[config.mk]
export PLATFORM = sky130hd
export DESIGN_NAME = css_top
export DESIGN_NICKNAME = d
export VERILOG_FILES = /design/src/shared/css_pkg.sv /design/src/css_sync.sv /design/src/css_top.sv
export SDC_FILE = /design/constraint.sdc
export NUM_CORES = 1
export LEC_CHECK = 0
export BUFFER_PORTS_ARGS = -buffer_cell sky130_fd_sc_hd__buf_2
export CAP_MARGIN = 25
export CORE_MARGIN = 2
export CORE_UTILIZATION = 55
export CTS_CLUSTER_DIAMETER = 100
export CTS_CLUSTER_SIZE = 28
export DETAILED_ROUTE_END_ITERATION = 12
export PLACE_DENSITY = 0.78
export SYNTH_ARGS = -nofsm -noshare
export SYNTH_HDL_FRONTEND = slang
export SYNTH_SLANG_ARGS = --single-unit
[constraint.sdc]
create_clock -name SYS_CLK_I -period 2.73 [get_ports SYS_CLK_I]
set_clock_uncertainty 0.2 [all_clocks]
set_input_delay 0.4095 -clock SYS_CLK_I [delete_from_list [all_inputs] [get_ports SYS_CLK_I]]
set_output_delay 0.4095 -clock SYS_CLK_I [all_outputs]
set_load 0.02 [all_outputs]
[src/shared/css_pkg.sv]
// Purpose: Constants and types for the configuration scheme selector.
// Assumes: System clock of 125 MHz.
// Notes:   Wait and timeout counts are derived from times in their own unit.
`default_nettype none
package css_pkg;
    localparam logic [2:0] CSS_SEL_STREAM32 = 3'h0;
    localparam logic [2:0] CSS_SEL_FLASHFST = 3'h1;
    localparam logic [2:0] CSS_SEL_FLASHNRM = 3'h3;
    localparam logic [2:0] CSS_SEL_CARD     = 3'h4;
    localparam logic [2:0] CSS_SEL_STREAM16 = 3'h5;
    localparam logic [2:0] CSS_SEL_STREAM8  = 3'h6;
    localparam logic [2:0] CSS_SEL_BSCAN    = 3'h7;

    localparam int CSS_CLK_MHZ        = 125;
    localparam int CSS_NORMAL_WAIT_MS = 10;
    localparam int CSS_NORMAL_WAIT_CYC = CSS_NORMAL_WAIT_MS * 1000 * CSS_CLK_MHZ;
    localparam int CSS_RESP_TMO_US    = 2;
    localparam int CSS_RESP_TMO_CYC   = CSS_RESP_TMO_US * CSS_CLK_MHZ;

    localparam int CSS_WIDTH_W32 = 32;
    localparam logic [1:0] CSS_WSEL_X8  = 2'h0;
    localparam logic [1:0] CSS_WSEL_X16 = 2'h1;
    localparam logic [1:0] CSS_WSEL_X32 = 2'h2;

    localparam logic [1:0] CSS_ADDR3 = 2'h3;
    localparam logic [1:0] CSS_ADDR4 = 2'h0;

    typedef enum logic [2:0] {
        CSS_SCH_NONE     = 3'h0,
        CSS_SCH_STREAM   = 3'h1,
        CSS_SCH_FLASH    = 3'h2,
        CSS_SCH_CARD     = 3'h3,
        CSS_SCH_BSCAN    = 3'h4
    } css_scheme_t;

    typedef enum logic [2:0] {
        CSS_ST_IDLE  = 3'h0,
        CSS_ST_WAIT  = 3'h1,
        CSS_ST_PROBE = 3'h2,
        CSS_ST_LOAD  = 3'h3,
        CSS_ST_USER  = 3'h4,
        CSS_ST_FAIL  = 3'h5
    } css_state_t;
endpackage
`default_nettype wire

[src/css_sync.sv]
// Purpose: Two-stage synchroniser for a bus of pin levels.
// Assumes: Inputs are asynchronous to the clock.
// Notes:   The first stage feeds only the second.
`timescale 1ns/1ps
`default_nettype none
module css_sync #(
    parameter int W = 1
) (
    input  wire logic         clk_i,
    input  wire logic         rst_n_i,
    input  wire logic [W-1:0] d_i,
    output logic      [W-1:0] q_o
);
    logic [W-1:0] meta_q;

    always_ff @(posedge clk_i or negedge rst_n_i) begin
        if (!rst_n_i) begin
            meta_q <= '0;
            q_o    <= '0;
        end else begin
            meta_q <= d_i;
            q_o    <= meta_q;
        end
    end
endmodule
`default_nettype wire

[src/css_top.sv]
// Purpose: Selects the configuration scheme and sequences the load.
// Assumes: Pins and link clock are asynchronous; stream words settle before the clock edge.
// Notes:   The rules carried by this block are listed below.
`timescale 1ns/1ps
`default_nettype none
module css_top
    import css_pkg::*;
#(
    parameter int NORMAL_WAIT_CYC = css_pkg::CSS_NORMAL_WAIT_CYC
) (
    // Clock and reset
    input  wire logic        SYS_CLK_I,
    input  wire logic        RSTN_I,
    // Scheme select and options
    input  wire logic [2:0]  SCHEME_SELECT_PINS_I,
    input  wire logic        BSCAN_REQ_I,
    input  wire logic        BSCAN_DISABLED_I,
    input  wire logic        FABRIC_FIRST_I,
    input  wire logic        RECONFIG_REQ_I,
    // Parallel stream port
    input  wire logic        CFG_STREAM_CLOCK_I,
    input  wire logic        CFG_STREAM_PRESENT_I,
    input  wire logic [31:0] CFG_STREAM_WORD_I,
    input  wire logic        DECOMP_BUSY_I,
    // Flash and card memory
    input  wire logic        MEM_RESPONDED_I,
    input  wire logic        FW_LOADED_I,
    input  wire logic        LOAD_DONE_I,
    // PCIe link
    input  wire logic        PCIE_TRAINED_I,
    input  wire logic [4:0]  PCIE_LANES_I,
    input  wire logic        PCIE_LOAD_REQ_I,
    // Status and controls
    output logic [2:0]       SCHEME_O,
    output logic [1:0]       STREAM_WIDTH_O,
    output logic             CFG_STREAM_ACCEPT_O,
    output logic [31:0]      STREAM_WORD_O,
    output logic             STREAM_WORD_VALID_O,
    output logic             DEVICE_MASTER_O,
    output logic             MEM_READ_REQ_O,
    output logic [1:0]       FLASH_ADDR_BYTES_O,
    output logic             MEM_MISSING_O,
    output logic             CFG_FAIL_O,
    output logic             USER_MODE_O,
    output logic             WIDE_PINS_RELEASED_O,
    output logic             PCIE_LOAD_EN_O
);
    ////////////////////////////////////////////////////////////////////////////
    logic [2:0]  sel_s;
    logic        bs_req_s, bs_dis_s, ff_s, rcfg_s, sclk_s, pres_s, busy_s;
    logic        resp_s, fw_s, done_s, trn_s, preq_s;
    logic [4:0]  lanes_s;

    css_sync #(.W(20)) u_sync (
        .clk_i   (SYS_CLK_I),
        .rst_n_i (RSTN_I),
        .d_i     ({SCHEME_SELECT_PINS_I, BSCAN_REQ_I, BSCAN_DISABLED_I, FABRIC_FIRST_I,
                   RECONFIG_REQ_I, CFG_STREAM_CLOCK_I, CFG_STREAM_PRESENT_I,
                   DECOMP_BUSY_I, MEM_RESPONDED_I, FW_LOADED_I, LOAD_DONE_I,
                   PCIE_TRAINED_I, PCIE_LANES_I, PCIE_LOAD_REQ_I}),
        .q_o     ({sel_s, bs_req_s, bs_dis_s, ff_s, rcfg_s, sclk_s, pres_s, busy_s,
                   resp_s, fw_s, done_s, trn_s, lanes_s, preq_s})
    );

    // Stream data bits are held stable by the host across the clock edge.
    logic [31:0] word_m_q, word_s_q;
    always_ff @(posedge SYS_CLK_I or negedge RSTN_I) begin
        if (!RSTN_I) begin
            word_m_q <= 32'h0;
            word_s_q <= 32'h0;
        end else begin
            word_m_q <= CFG_STREAM_WORD_I;
            word_s_q <= word_m_q;
        end
    end

    function automatic css_scheme_t decode_sel(input logic [2:0] s);
        unique case (s)
            CSS_SEL_STREAM32, CSS_SEL_STREAM16, CSS_SEL_STREAM8: decode_sel = CSS_SCH_STREAM;
            CSS_SEL_FLASHFST, CSS_SEL_FLASHNRM: decode_sel = CSS_SCH_FLASH;
            CSS_SEL_CARD:  decode_sel = CSS_SCH_CARD;
            CSS_SEL_BSCAN: decode_sel = CSS_SCH_BSCAN;
            default:       decode_sel = CSS_SCH_NONE;
        endcase
    endfunction

    ////////////////////////////////////////////////////////////////////////////
    // Select capture: one pass after reset or on a reconfiguration request.
    logic        cap_pend_q, rcfg_d1_q;
    logic [2:0]  sel_q;
    css_scheme_t sch_q;
    logic        rcfg_rise;
    assign rcfg_rise = rcfg_s && !rcfg_d1_q;

    // Wait three cycles so the synchroniser holds real pin levels first.
    logic [1:0] cap_dly_q;
    always_ff @(posedge SYS_CLK_I or negedge RSTN_I) begin
        if (!RSTN_I) begin
            cap_pend_q <= 1'b1;
            cap_dly_q  <= 2'h0;
            rcfg_d1_q  <= 1'b0;
            sel_q      <= CSS_SEL_STREAM32;
            sch_q      <= CSS_SCH_NONE;
        end else begin
            rcfg_d1_q <= rcfg_s;
            if (rcfg_rise) begin
                cap_pend_q <= 1'b1;
                cap_dly_q  <= 2'h0;
            end else if (cap_pend_q) begin
                cap_dly_q <= cap_dly_q + 2'h1;
                if (cap_dly_q == 2'h3) begin
                    cap_pend_q <= 1'b0;
                    sel_q      <= sel_s;
                    sch_q      <= decode_sel(sel_s);
                end
            end
        end
    end

    ////////////////////////////////////////////////////////////////////////////
    // Sequencer.
    css_state_t st_q;
    logic [31:0] cnt_q;
    logic        bs_act;
    logic        fast_loaded_q;
    assign bs_act = (bs_req_s || sch_q == CSS_SCH_BSCAN) && !bs_dis_s;

    always_ff @(posedge SYS_CLK_I or negedge RSTN_I) begin
        if (!RSTN_I) begin
            st_q          <= CSS_ST_IDLE;
            cnt_q         <= 32'h0;
            fast_loaded_q <= 1'b0;
            MEM_MISSING_O <= 1'b0;
            CFG_FAIL_O    <= 1'b0;
        end else if (rcfg_rise || cap_pend_q) begin
            st_q  <= CSS_ST_IDLE;
            cnt_q <= 32'h0;
            if (rcfg_rise) begin
                MEM_MISSING_O <= 1'b0;
                CFG_FAIL_O    <= 1'b0;
            end
        end else begin
            cnt_q <= cnt_q + 32'h1;
            unique case (st_q)
                CSS_ST_IDLE: begin
                    cnt_q <= 32'h0;
                    if (bs_act || sch_q == CSS_SCH_STREAM)
                        st_q <= CSS_ST_LOAD;
                    else if (sel_q == CSS_SEL_FLASHNRM)
                        st_q <= CSS_ST_WAIT;
                    else if (sch_q == CSS_SCH_FLASH || sch_q == CSS_SCH_CARD)
                        st_q <= CSS_ST_PROBE;
                end
                CSS_ST_WAIT: begin
                    if (cnt_q >= 32'(NORMAL_WAIT_CYC - 1)) begin
                        st_q  <= CSS_ST_PROBE;
                        cnt_q <= 32'h0;
                    end
                end
                CSS_ST_PROBE: begin
                    if (resp_s) begin
                        st_q <= CSS_ST_LOAD;
                    end else if (cnt_q >= 32'(CSS_RESP_TMO_CYC - 1)) begin
                        st_q          <= CSS_ST_FAIL;
                        MEM_MISSING_O <= 1'b1;
                        CFG_FAIL_O    <= 1'b1;
                    end
                end
                CSS_ST_LOAD: begin
                    if (done_s) begin
                        st_q <= CSS_ST_USER;
                        if (sel_q == CSS_SEL_FLASHFST && !bs_act)
                            fast_loaded_q <= 1'b1;
                    end
                end
                CSS_ST_USER: cnt_q <= 32'h0;
                CSS_ST_FAIL: cnt_q <= 32'h0;
                default:     st_q  <= CSS_ST_IDLE;
            endcase
        end
    end

    ////////////////////////////////////////////////////////////////////////////
    // Outputs.
    logic loading, stream_mode, pcie_ok;
    assign loading     = (st_q == CSS_ST_LOAD);
    assign stream_mode = (sch_q == CSS_SCH_STREAM) && !bs_act;
    assign pcie_ok     = fast_loaded_q && trn_s && ff_s &&
                         (lanes_s == 5'h8 || lanes_s == 5'h10);

    logic sclk_d1_q;
    always_ff @(posedge SYS_CLK_I or negedge RSTN_I) begin
        if (!RSTN_I) begin
            sclk_d1_q           <= 1'b0;
            SCHEME_O            <= 3'h0;
            STREAM_WIDTH_O      <= CSS_WSEL_X32;
            CFG_STREAM_ACCEPT_O <= 1'b0;
            STREAM_WORD_O       <= 32'h0;
            STREAM_WORD_VALID_O <= 1'b0;
            DEVICE_MASTER_O     <= 1'b0;
            MEM_READ_REQ_O      <= 1'b0;
            FLASH_ADDR_BYTES_O  <= CSS_ADDR3;
            USER_MODE_O         <= 1'b0;
            WIDE_PINS_RELEASED_O <= 1'b0;
            PCIE_LOAD_EN_O      <= 1'b0;
        end else begin
            sclk_d1_q <= sclk_s;
            SCHEME_O  <= bs_act ? CSS_SCH_BSCAN : sch_q;
            unique case (sel_q)
                CSS_SEL_STREAM16: STREAM_WIDTH_O <= CSS_WSEL_X16;
                CSS_SEL_STREAM8:  STREAM_WIDTH_O <= CSS_WSEL_X8;
                default:          STREAM_WIDTH_O <= CSS_WSEL_X32;
            endcase
            CFG_STREAM_ACCEPT_O <= loading && stream_mode && !busy_s;
            STREAM_WORD_VALID_O <= loading && stream_mode && !busy_s &&
                                   CFG_STREAM_ACCEPT_O && pres_s && sclk_s && !sclk_d1_q;
            if (sel_q == CSS_SEL_STREAM8)
                STREAM_WORD_O <= {24'h0, word_s_q[7:0]};
            else if (sel_q == CSS_SEL_STREAM16)
                STREAM_WORD_O <= {16'h0, word_s_q[15:0]};
            else
                STREAM_WORD_O <= word_s_q;
            DEVICE_MASTER_O <= !bs_act &&
                               (sch_q == CSS_SCH_FLASH || sch_q == CSS_SCH_CARD);
            MEM_READ_REQ_O  <= !bs_act && (st_q == CSS_ST_PROBE || loading) &&
                               (sch_q == CSS_SCH_FLASH || sch_q == CSS_SCH_CARD);
            if (st_q == CSS_ST_IDLE)
                FLASH_ADDR_BYTES_O <= CSS_ADDR3;
            else if (fw_s && sch_q == CSS_SCH_FLASH)
                FLASH_ADDR_BYTES_O <= CSS_ADDR4;
            USER_MODE_O <= (st_q == CSS_ST_USER);
            WIDE_PINS_RELEASED_O <= (st_q == CSS_ST_USER) &&
                                    (sel_q == CSS_SEL_STREAM32 || sel_q == CSS_SEL_STREAM16);
            // Loads over the link need it trained at x8 or x16 after a fast flash load; they run from user mode only.
            PCIE_LOAD_EN_O <= pcie_ok && preq_s && (st_q == CSS_ST_USER);
        end
    end

    ////////////////////////////////////////////////////////////////////////////
    AST_ACCEPT_BUSY: assert property (@(posedge SYS_CLK_I) disable iff (!RSTN_I)
        busy_s |=> !CFG_STREAM_ACCEPT_O) else $error("accept while busy");
    AST_PCIE_GATE: assert property (@(posedge SYS_CLK_I) disable iff (!RSTN_I)
        PCIE_LOAD_EN_O |-> fast_loaded_q) else $error("pcie load before flash load");
    AST_FABRIC_FIRST: assert property (@(posedge SYS_CLK_I) disable iff (!RSTN_I)
        !ff_s |=> !PCIE_LOAD_EN_O) else $error("pcie load without fabric first");
    AST_MISSING: assert property (@(posedge SYS_CLK_I) disable iff (!RSTN_I)
        $rose(MEM_MISSING_O) |-> CFG_FAIL_O && $past(st_q) == CSS_ST_PROBE)
        else $error("missing memory without probe");
    AST_RELEASE: assert property (@(posedge SYS_CLK_I) disable iff (!RSTN_I)
        WIDE_PINS_RELEASED_O |-> sel_q != CSS_SEL_STREAM8 && USER_MODE_O)
        else $error("bad pin release");
    AST_ADDR4: assert property (@(posedge SYS_CLK_I) disable iff (!RSTN_I)
        $fell(FLASH_ADDR_BYTES_O[0]) |-> $past(fw_s)) else $error("early four-byte");
    AST_MASTER: assert property (@(posedge SYS_CLK_I) disable iff (!RSTN_I)
        DEVICE_MASTER_O |-> !CFG_STREAM_ACCEPT_O) else $error("master and slave");
    AST_SEL_HOLD: assert property (@(posedge SYS_CLK_I) disable iff (!RSTN_I)
        !cap_pend_q && !rcfg_rise |=> $stable(sel_q)) else $error("select changed");
    AST_BSCAN: assert property (@(posedge SYS_CLK_I) disable iff (!RSTN_I)
        bs_req_s && !bs_dis_s |=> SCHEME_O == CSS_SCH_BSCAN) else $error("no override");
endmodule
`default_nettype wire

## Word-level counts from Yosys, hierarchy flattened

Cells that the tools add are included.
W data, S select, Z words.

- Add/subtract/negate cells: 2
- Order comparisons: 2
- Equal/unequal tests: 29
- Mux-type cells: 29
- Bitwise operators: 2
- Reductions and logical operators: 47

Operator list:

| operator | count |
|---|---|
| $mux W32 | 4 |
| $pmux W32 S2 | 1 |
| $add A32 B1 Y32 const B | 1 |
| $ge A32 B21 Y1 const B | 1 |
| $ge A32 B8 Y1 const B | 1 |
| $eq A3 B3 Y1 const B | 9 |
| $mux W3 | 9 |
| $logic_and A1 B1 Y1 | 20 |
| $eq A3 B2 Y1 const B | 6 |
| $pmux W3 S5 | 1 |
| $eq A3 B1 Y1 const B | 4 |
| $pmux W3 S4 | 1 |
| $logic_not A3 Y1 | 3 |
| $mux W1 | 8 |
| $mux W2 | 4 |
| $reduce_and A4 Y1 | 2 |
| $reduce_bool A2 Y1 | 4 |
| $logic_or A1 B1 Y1 | 7 |
| $reduce_or A3 Y1 | 2 |
| $eq A5 B4 Y1 const B | 1 |
| $eq A5 B5 Y1 const B | 1 |
| $logic_not A1 Y1 | 5 |
| $ne A5 B5 Y1 const B | 1 |
| $reduce_and A5 Y1 | 1 |
| 11 further kinds | 14 |

- Register bits after elaboration: 198
- Input bits: 54
- Output and inout port bits: 48
- Word-level logic and storage cells: 136

## Logic depth before layout (Yosys ltp)

- Word-level depth: 11
- Mapped depth: 8
- Depth with buffers taken out: 8

## Modules after synthesis

A second synthesis with hierarchy kept.

- Cells, all modules: 462
- Area total of the unflattened synthesis: 6570.1 um^2

By module, submodules not included:

| module | times used | cells an instance | area an instance (um^2) | sequential area each (um^2) |
|---|---|---|---|---|
| css_top | 1 | 422 | 5569.1 | 3932.5 |
| css_sync | 1 | 40 | 1001.0 | 1001.0 |

## Worst setup path after synthesis

No wires, ideal clock.

- Path type: flip-flop to flip-flop
- From: reg cnt_q[0]
- To: reg cnt_q[10]
- Setup time: 0.071 ns
- Data arrival time: 1.896 ns
- Required time: 2.459 ns
- Setup slack: 0.563 ns
- Cell stages (with the launch flop): 9
- Buffers on the path: 1
- Period minus slack after synthesis: 2.167 ns
- Cells stage by stage: dfrtp_1 > ha_1 > and3_1 > o311ai_1 > a311oi_1 > nor3_1 > o21ai_1 > buf_2 > nor2_1

- Word-level cells in the longest chain between the ends: 4
- Elaborated cells on any way between the ends: 5
- Those cells by class: add/sub (1); order compare (1); mux (3)

RTL lines:

| element | RTL line | RTL |
|---|---|---|
| start: declaration | css_top.sv:123 | `logic [31:0] cnt_q;` |
| start signal: assignment | css_top.sv:143 | `cnt_q <= cnt_q + 32'h1;` |
| $add A32 B1 Y32 / $ge A32 B21 Y1 (equally long branches) | css_top.sv:143, css_top.sv:155 |  |
| $mux W32 | css_top.sv:155 | `if (cnt_q >= 32'(NORMAL_WAIT_CYC - 1)) begin` |
| $pmux W32 S2 * | css_top.sv:144 | `unique case (st_q)` |
| $mux W32 * | css_top.sv:135 | `end else if (rcfg_rise \|\| cap_pend_q) begin` |

Every way passes the cells marked *; elsewhere a longest branch is shown, timed or not.
A chain may end at the register's enable or synchronous reset.

## Worst setup path in the final report

- From: reg cnt_q[0]
- To: reg cnt_q[29]

Same word-level chain as after synthesis.

==> results.md <==
* Failing checks: DRC
* Initial Util at 57.01%
* Share of cells above drive strength 1 at 23.33%
* Req. time, crit path at 2.88 ns
* Post-Syn Area at 6565 sq um
* Drt first pass iters at 9
* Latest clock arrival within the worst-skew pair at 0.43 ns
* Final wirelength at 12390 um
* Hold depth at 0
* RD Place Congestion at 0.8206
* Number of antenna violations at the first check in global routing at 0
* Slew Viols, Final at 0
* CTS Sinks at 197
* Worst Tran Pin Value at 1.061 ns
* Number of port buffers at 101
* Routed len/inst at 15.76 um
* Post-route setup TNS at 0 ns
* Antenna Cells at 0
* Design area at 8339 sq um
* Via density at 5.067
* Die Area at 12830 sq um
* Max FO, Critical Path at 32
* Final Hold Viols at 0
* Hold Crit Class: flip-flop to flip-flop
* Core area at 11520 sq um
* Synth cell types at 49
* F_max at 415.2 MHz
* Die W at 113.3 um
* Minimum clock period at 2.408 ns
* Nets at 689
* Gr ovfl total at 0
* Gate Count Post-Synth at 463
* # IOs at 102
* Avg Cell Area, Syn at 14.18 sq um
* DP HPWL at 7384 um
* Iteration-0 DRC Markers at 230
* Placed insts at 702
* Setup Crit Path Kind: flip-flop to flip-flop
* R2R Path End: cnt_q[29]
* Hold endpoint: STREAM_WORD_O[2]
* Hold_ws at 0.1481 ns
* Worst vdd ir at 0.7170 mV
* Vias after detailed routing at 3983
* Leak pwr at 3.853 nW
* Global-route wire length before repair at 20660 um
* Seq cells post-synth at 197
* Critical R2R Launch: cnt_q[0]
* Outcome: finished with violations
* R2R depth at 8
* Tot Pwr at 6.959 mW
* Type of origin of the critical path: flip-flop
* Placed Area at 7258 sq um
* CTS tree: done
* RSZ-0062 raised after global routing: no
* Max clock buf depth at 2
* Hold Startpoint: word_s_q[2]
* CP endpoint kind: flip-flop
* Max_cap viols at 0
* Slew Limit Headroom at 29.12%
* Setup Fix Bufs, Post-CTS at 0
* Largest net degree at the start of global routing at 78
* Area growth from synthesis to layout at 27.03%
* Post-DRT Antenna Nets at 0
* Synth warn at 0
* Final number of setup-violating endpoints at 0
* Cts bufs inserted at 17
* FF-to-FF setup slack at 0.32 ns
* GRT Util Overall at 21.29%
* Non-Filler Instances at 786
* Syn Nets at 521
* Root Driver: clkbuf_16
* Final period util at 88.22%
* Worst-path clk slew at 0.07 ns
* Rows at 39
* PwrDens at 834.5 nW/um^2
* Seq/Total Area, Yosys at 75.15%
* Vias in the first global route at 4290
* Worst EP arrival at 2.56 ns
* Die Ht at 113.3 um
* Drc violations at 5
* H-tree depth at 4
* Number of fillers in the final layout at 717
==> power by group <==
group | internal, mW | switching, mW | leakage [nW]
registers | 3.25 | 0.223 | 2.41
logic | 0.490 | 0.708 | 1.18
clock network | 1.19 | 1.10 | 0.260
==> cell usage after synthesis, drive strengths merged <==
| library cell | instances | area, sq um |
|---|---|---|
| or2 | 1 | 6.260 |
| o21a | 1 | 7.510 |
| and3b | 1 | 8.760 |
| dfstp | 3 | 78.83 |
| ha | 4 | 50.05 |
| buf | 6 | 35.03 |
| mux2 | 4 | 45.04 |
| nor2b | 5 | 31.28 |
| a311oi | 1 | 8.760 |
| nand2 | 18 | 67.56 |
| mux2i | 4 | 40.04 |
| o311ai | 3 | 26.28 |
| or4 | 1 | 7.510 |
| nand4b | 1 | 8.760 |
| inv | 12 | 45.04 |
| dfrtp | 194 | 4855 |
| nand2b | 5 | 31.28 |
| a21oi | 5 | 28.78 |
| or3b | 2 | 17.52 |
| clkbuf | 4 | 15.01 |
| nand4 | 6 | 37.54 |
| and4 | 4 | 37.54 |
| xnor2 | 21 | 183.9 |
| a21o | 1 | 7.510 |
| nor2 | 47 | 176.4 |
| a211o | 1 | 8.760 |
| and3 | 11 | 68.82 |
| nor3b | 5 | 42.54 |
| or4b | 1 | 10.01 |
| nor3 | 16 | 80.08 |
| nand3 | 15 | 75.07 |
| nor4 | 7 | 43.79 |
| nor4bb | 1 | 10.01 |
| and4b | 1 | 10.01 |
| nor4b | 1 | 8.760 |
| a41o | 1 | 10.01 |
| xor2 | 12 | 105.1 |
| a31oi | 1 | 6.260 |
| and2 | 27 | 168.9 |
| o21ai | 4 | 20.01 |
| nand3b | 3 | 22.52 |
| a311o | 1 | 10.01 |
| o21bai | 1 | 7.510 |
==> placed cells by master, fill, tap and decap left out, drive strengths merged, types with 5 or more instances in the layout <==
cell type      n
a21oi          5
and2          27
and3          11
buf          105
clkbuf        18
clkinv         6
dfrtp        194
dlygate4sd3   53
inv           16
nand2         18
nand2b         5
nand3         15
nand4          6
nor2          47
nor2b          5
nor3          16
nor3b          5
nor4           7
xnor2         21
xor2          12
==> cells by family (layout without fill, tap and decap cells) <==
logic type | after synthesis | in the layout | share of synthesized area, %
flip-flops | 197 | 197 | 75.15
buffers and inverters | 22 | 202 | 1.448
XOR/XNOR | 33 | 33 | 4.403
adder cells (fa/ha/maj) | 4 | 4 | 0.7624
AND/OR/NAND/NOR | 179 | 179 | 14.79
multiplexers | 8 | 8 | 1.296
AO/OA/AOI/OAI | 20 | 20 | 2.154
==> metrics by stage <==
| stage | worst slack (ns) | util, % |
|---|---|---|
| final | 0.3216 | 72.41 |
| after global routing | 0.1018 | 72.41 |
| after CTS | 0.3035 | 72.41 |
| after detailed placement | 0.3134 | 63.03 |
| after global placement | 0.4157 | 63.03 |
| after floorplan | 0.5629 | - |
==> how the worst max path moves through the flow <==
stage | to | cells after the start | start | slack (ns)
floorplan | cnt_q[10] | 8 | cnt_q[0] | 0.56
global placement | cnt_q[21] | 8 | cnt_q[0] | 0.42
detailed placement | cnt_q[29] | 8 | cnt_q[0] | 0.31
CTS | cnt_q[29] | 8 | cnt_q[0] | 0.30
global route | cnt_q[30] | 8 | cnt_q[0] | 0.10
finish | cnt_q[29] | 8 | cnt_q[0] | 0.32
==> state kept, by name, summed over array words and instances (netlist names), 2 cells and up <==
name / count
u_sync.q_o: 20
STREAM_WORD_O: 32
u_sync.meta_q: 20
cnt_q: 32
word_s_q: 32
sel_q: 3
cap_dly_q: 2
STREAM_WIDTH_O: 2
st_q: 3
sch_q: 3
word_m_q: 32
SCHEME_O: 3
==> layer usage <==
| layer | part of all wire, % | track usage [%] |
|---|---|---|
| met1 | 40 | 25.49 |
| met2 | 53 | 35.97 |
| met3 | 5.5 | 7.124 |
| met4 | 1.7 | 8.293 |
| met5 | 0 | 0 |
==> final cells by class <==
class / instances / area (sq um) / area share (%)
Multi-Input combinational cell: 244 / 1536 / 18.42
Tap cell: 143 / 178.9 / 2.146
Clock inverter: 14 / 125.1 / 1.500
Inverter: 12 / 45.04 / 0.5401
Timing Repair Buffer: 159 / 1095 / 13.13
Sequential cell: 197 / 4933 / 59.16
Clock buffer: 17 / 425.4 / 5.101
==> worst max-delay path, cell delays in order (launching register included) <==
cell and delay, ns:
dfrtp_1 0.42, ha_1 0.24, and3_1 0.22, o311ai_1 0.25, a311oi_1 0.14, nor3_1 0.36, o21ai_1 0.09, buf_4 0.26
nor2_1 0.15
==> repair_timing <==
| action | CTS | global route |
|---|---|---|
| gates resized for setup | 0 | 0 |
| endpoints found under the hold margin | 107 | 0 |
| hold buffers | 53 | 0 |
No activity file was read; power rests on OpenSTA's default activity.
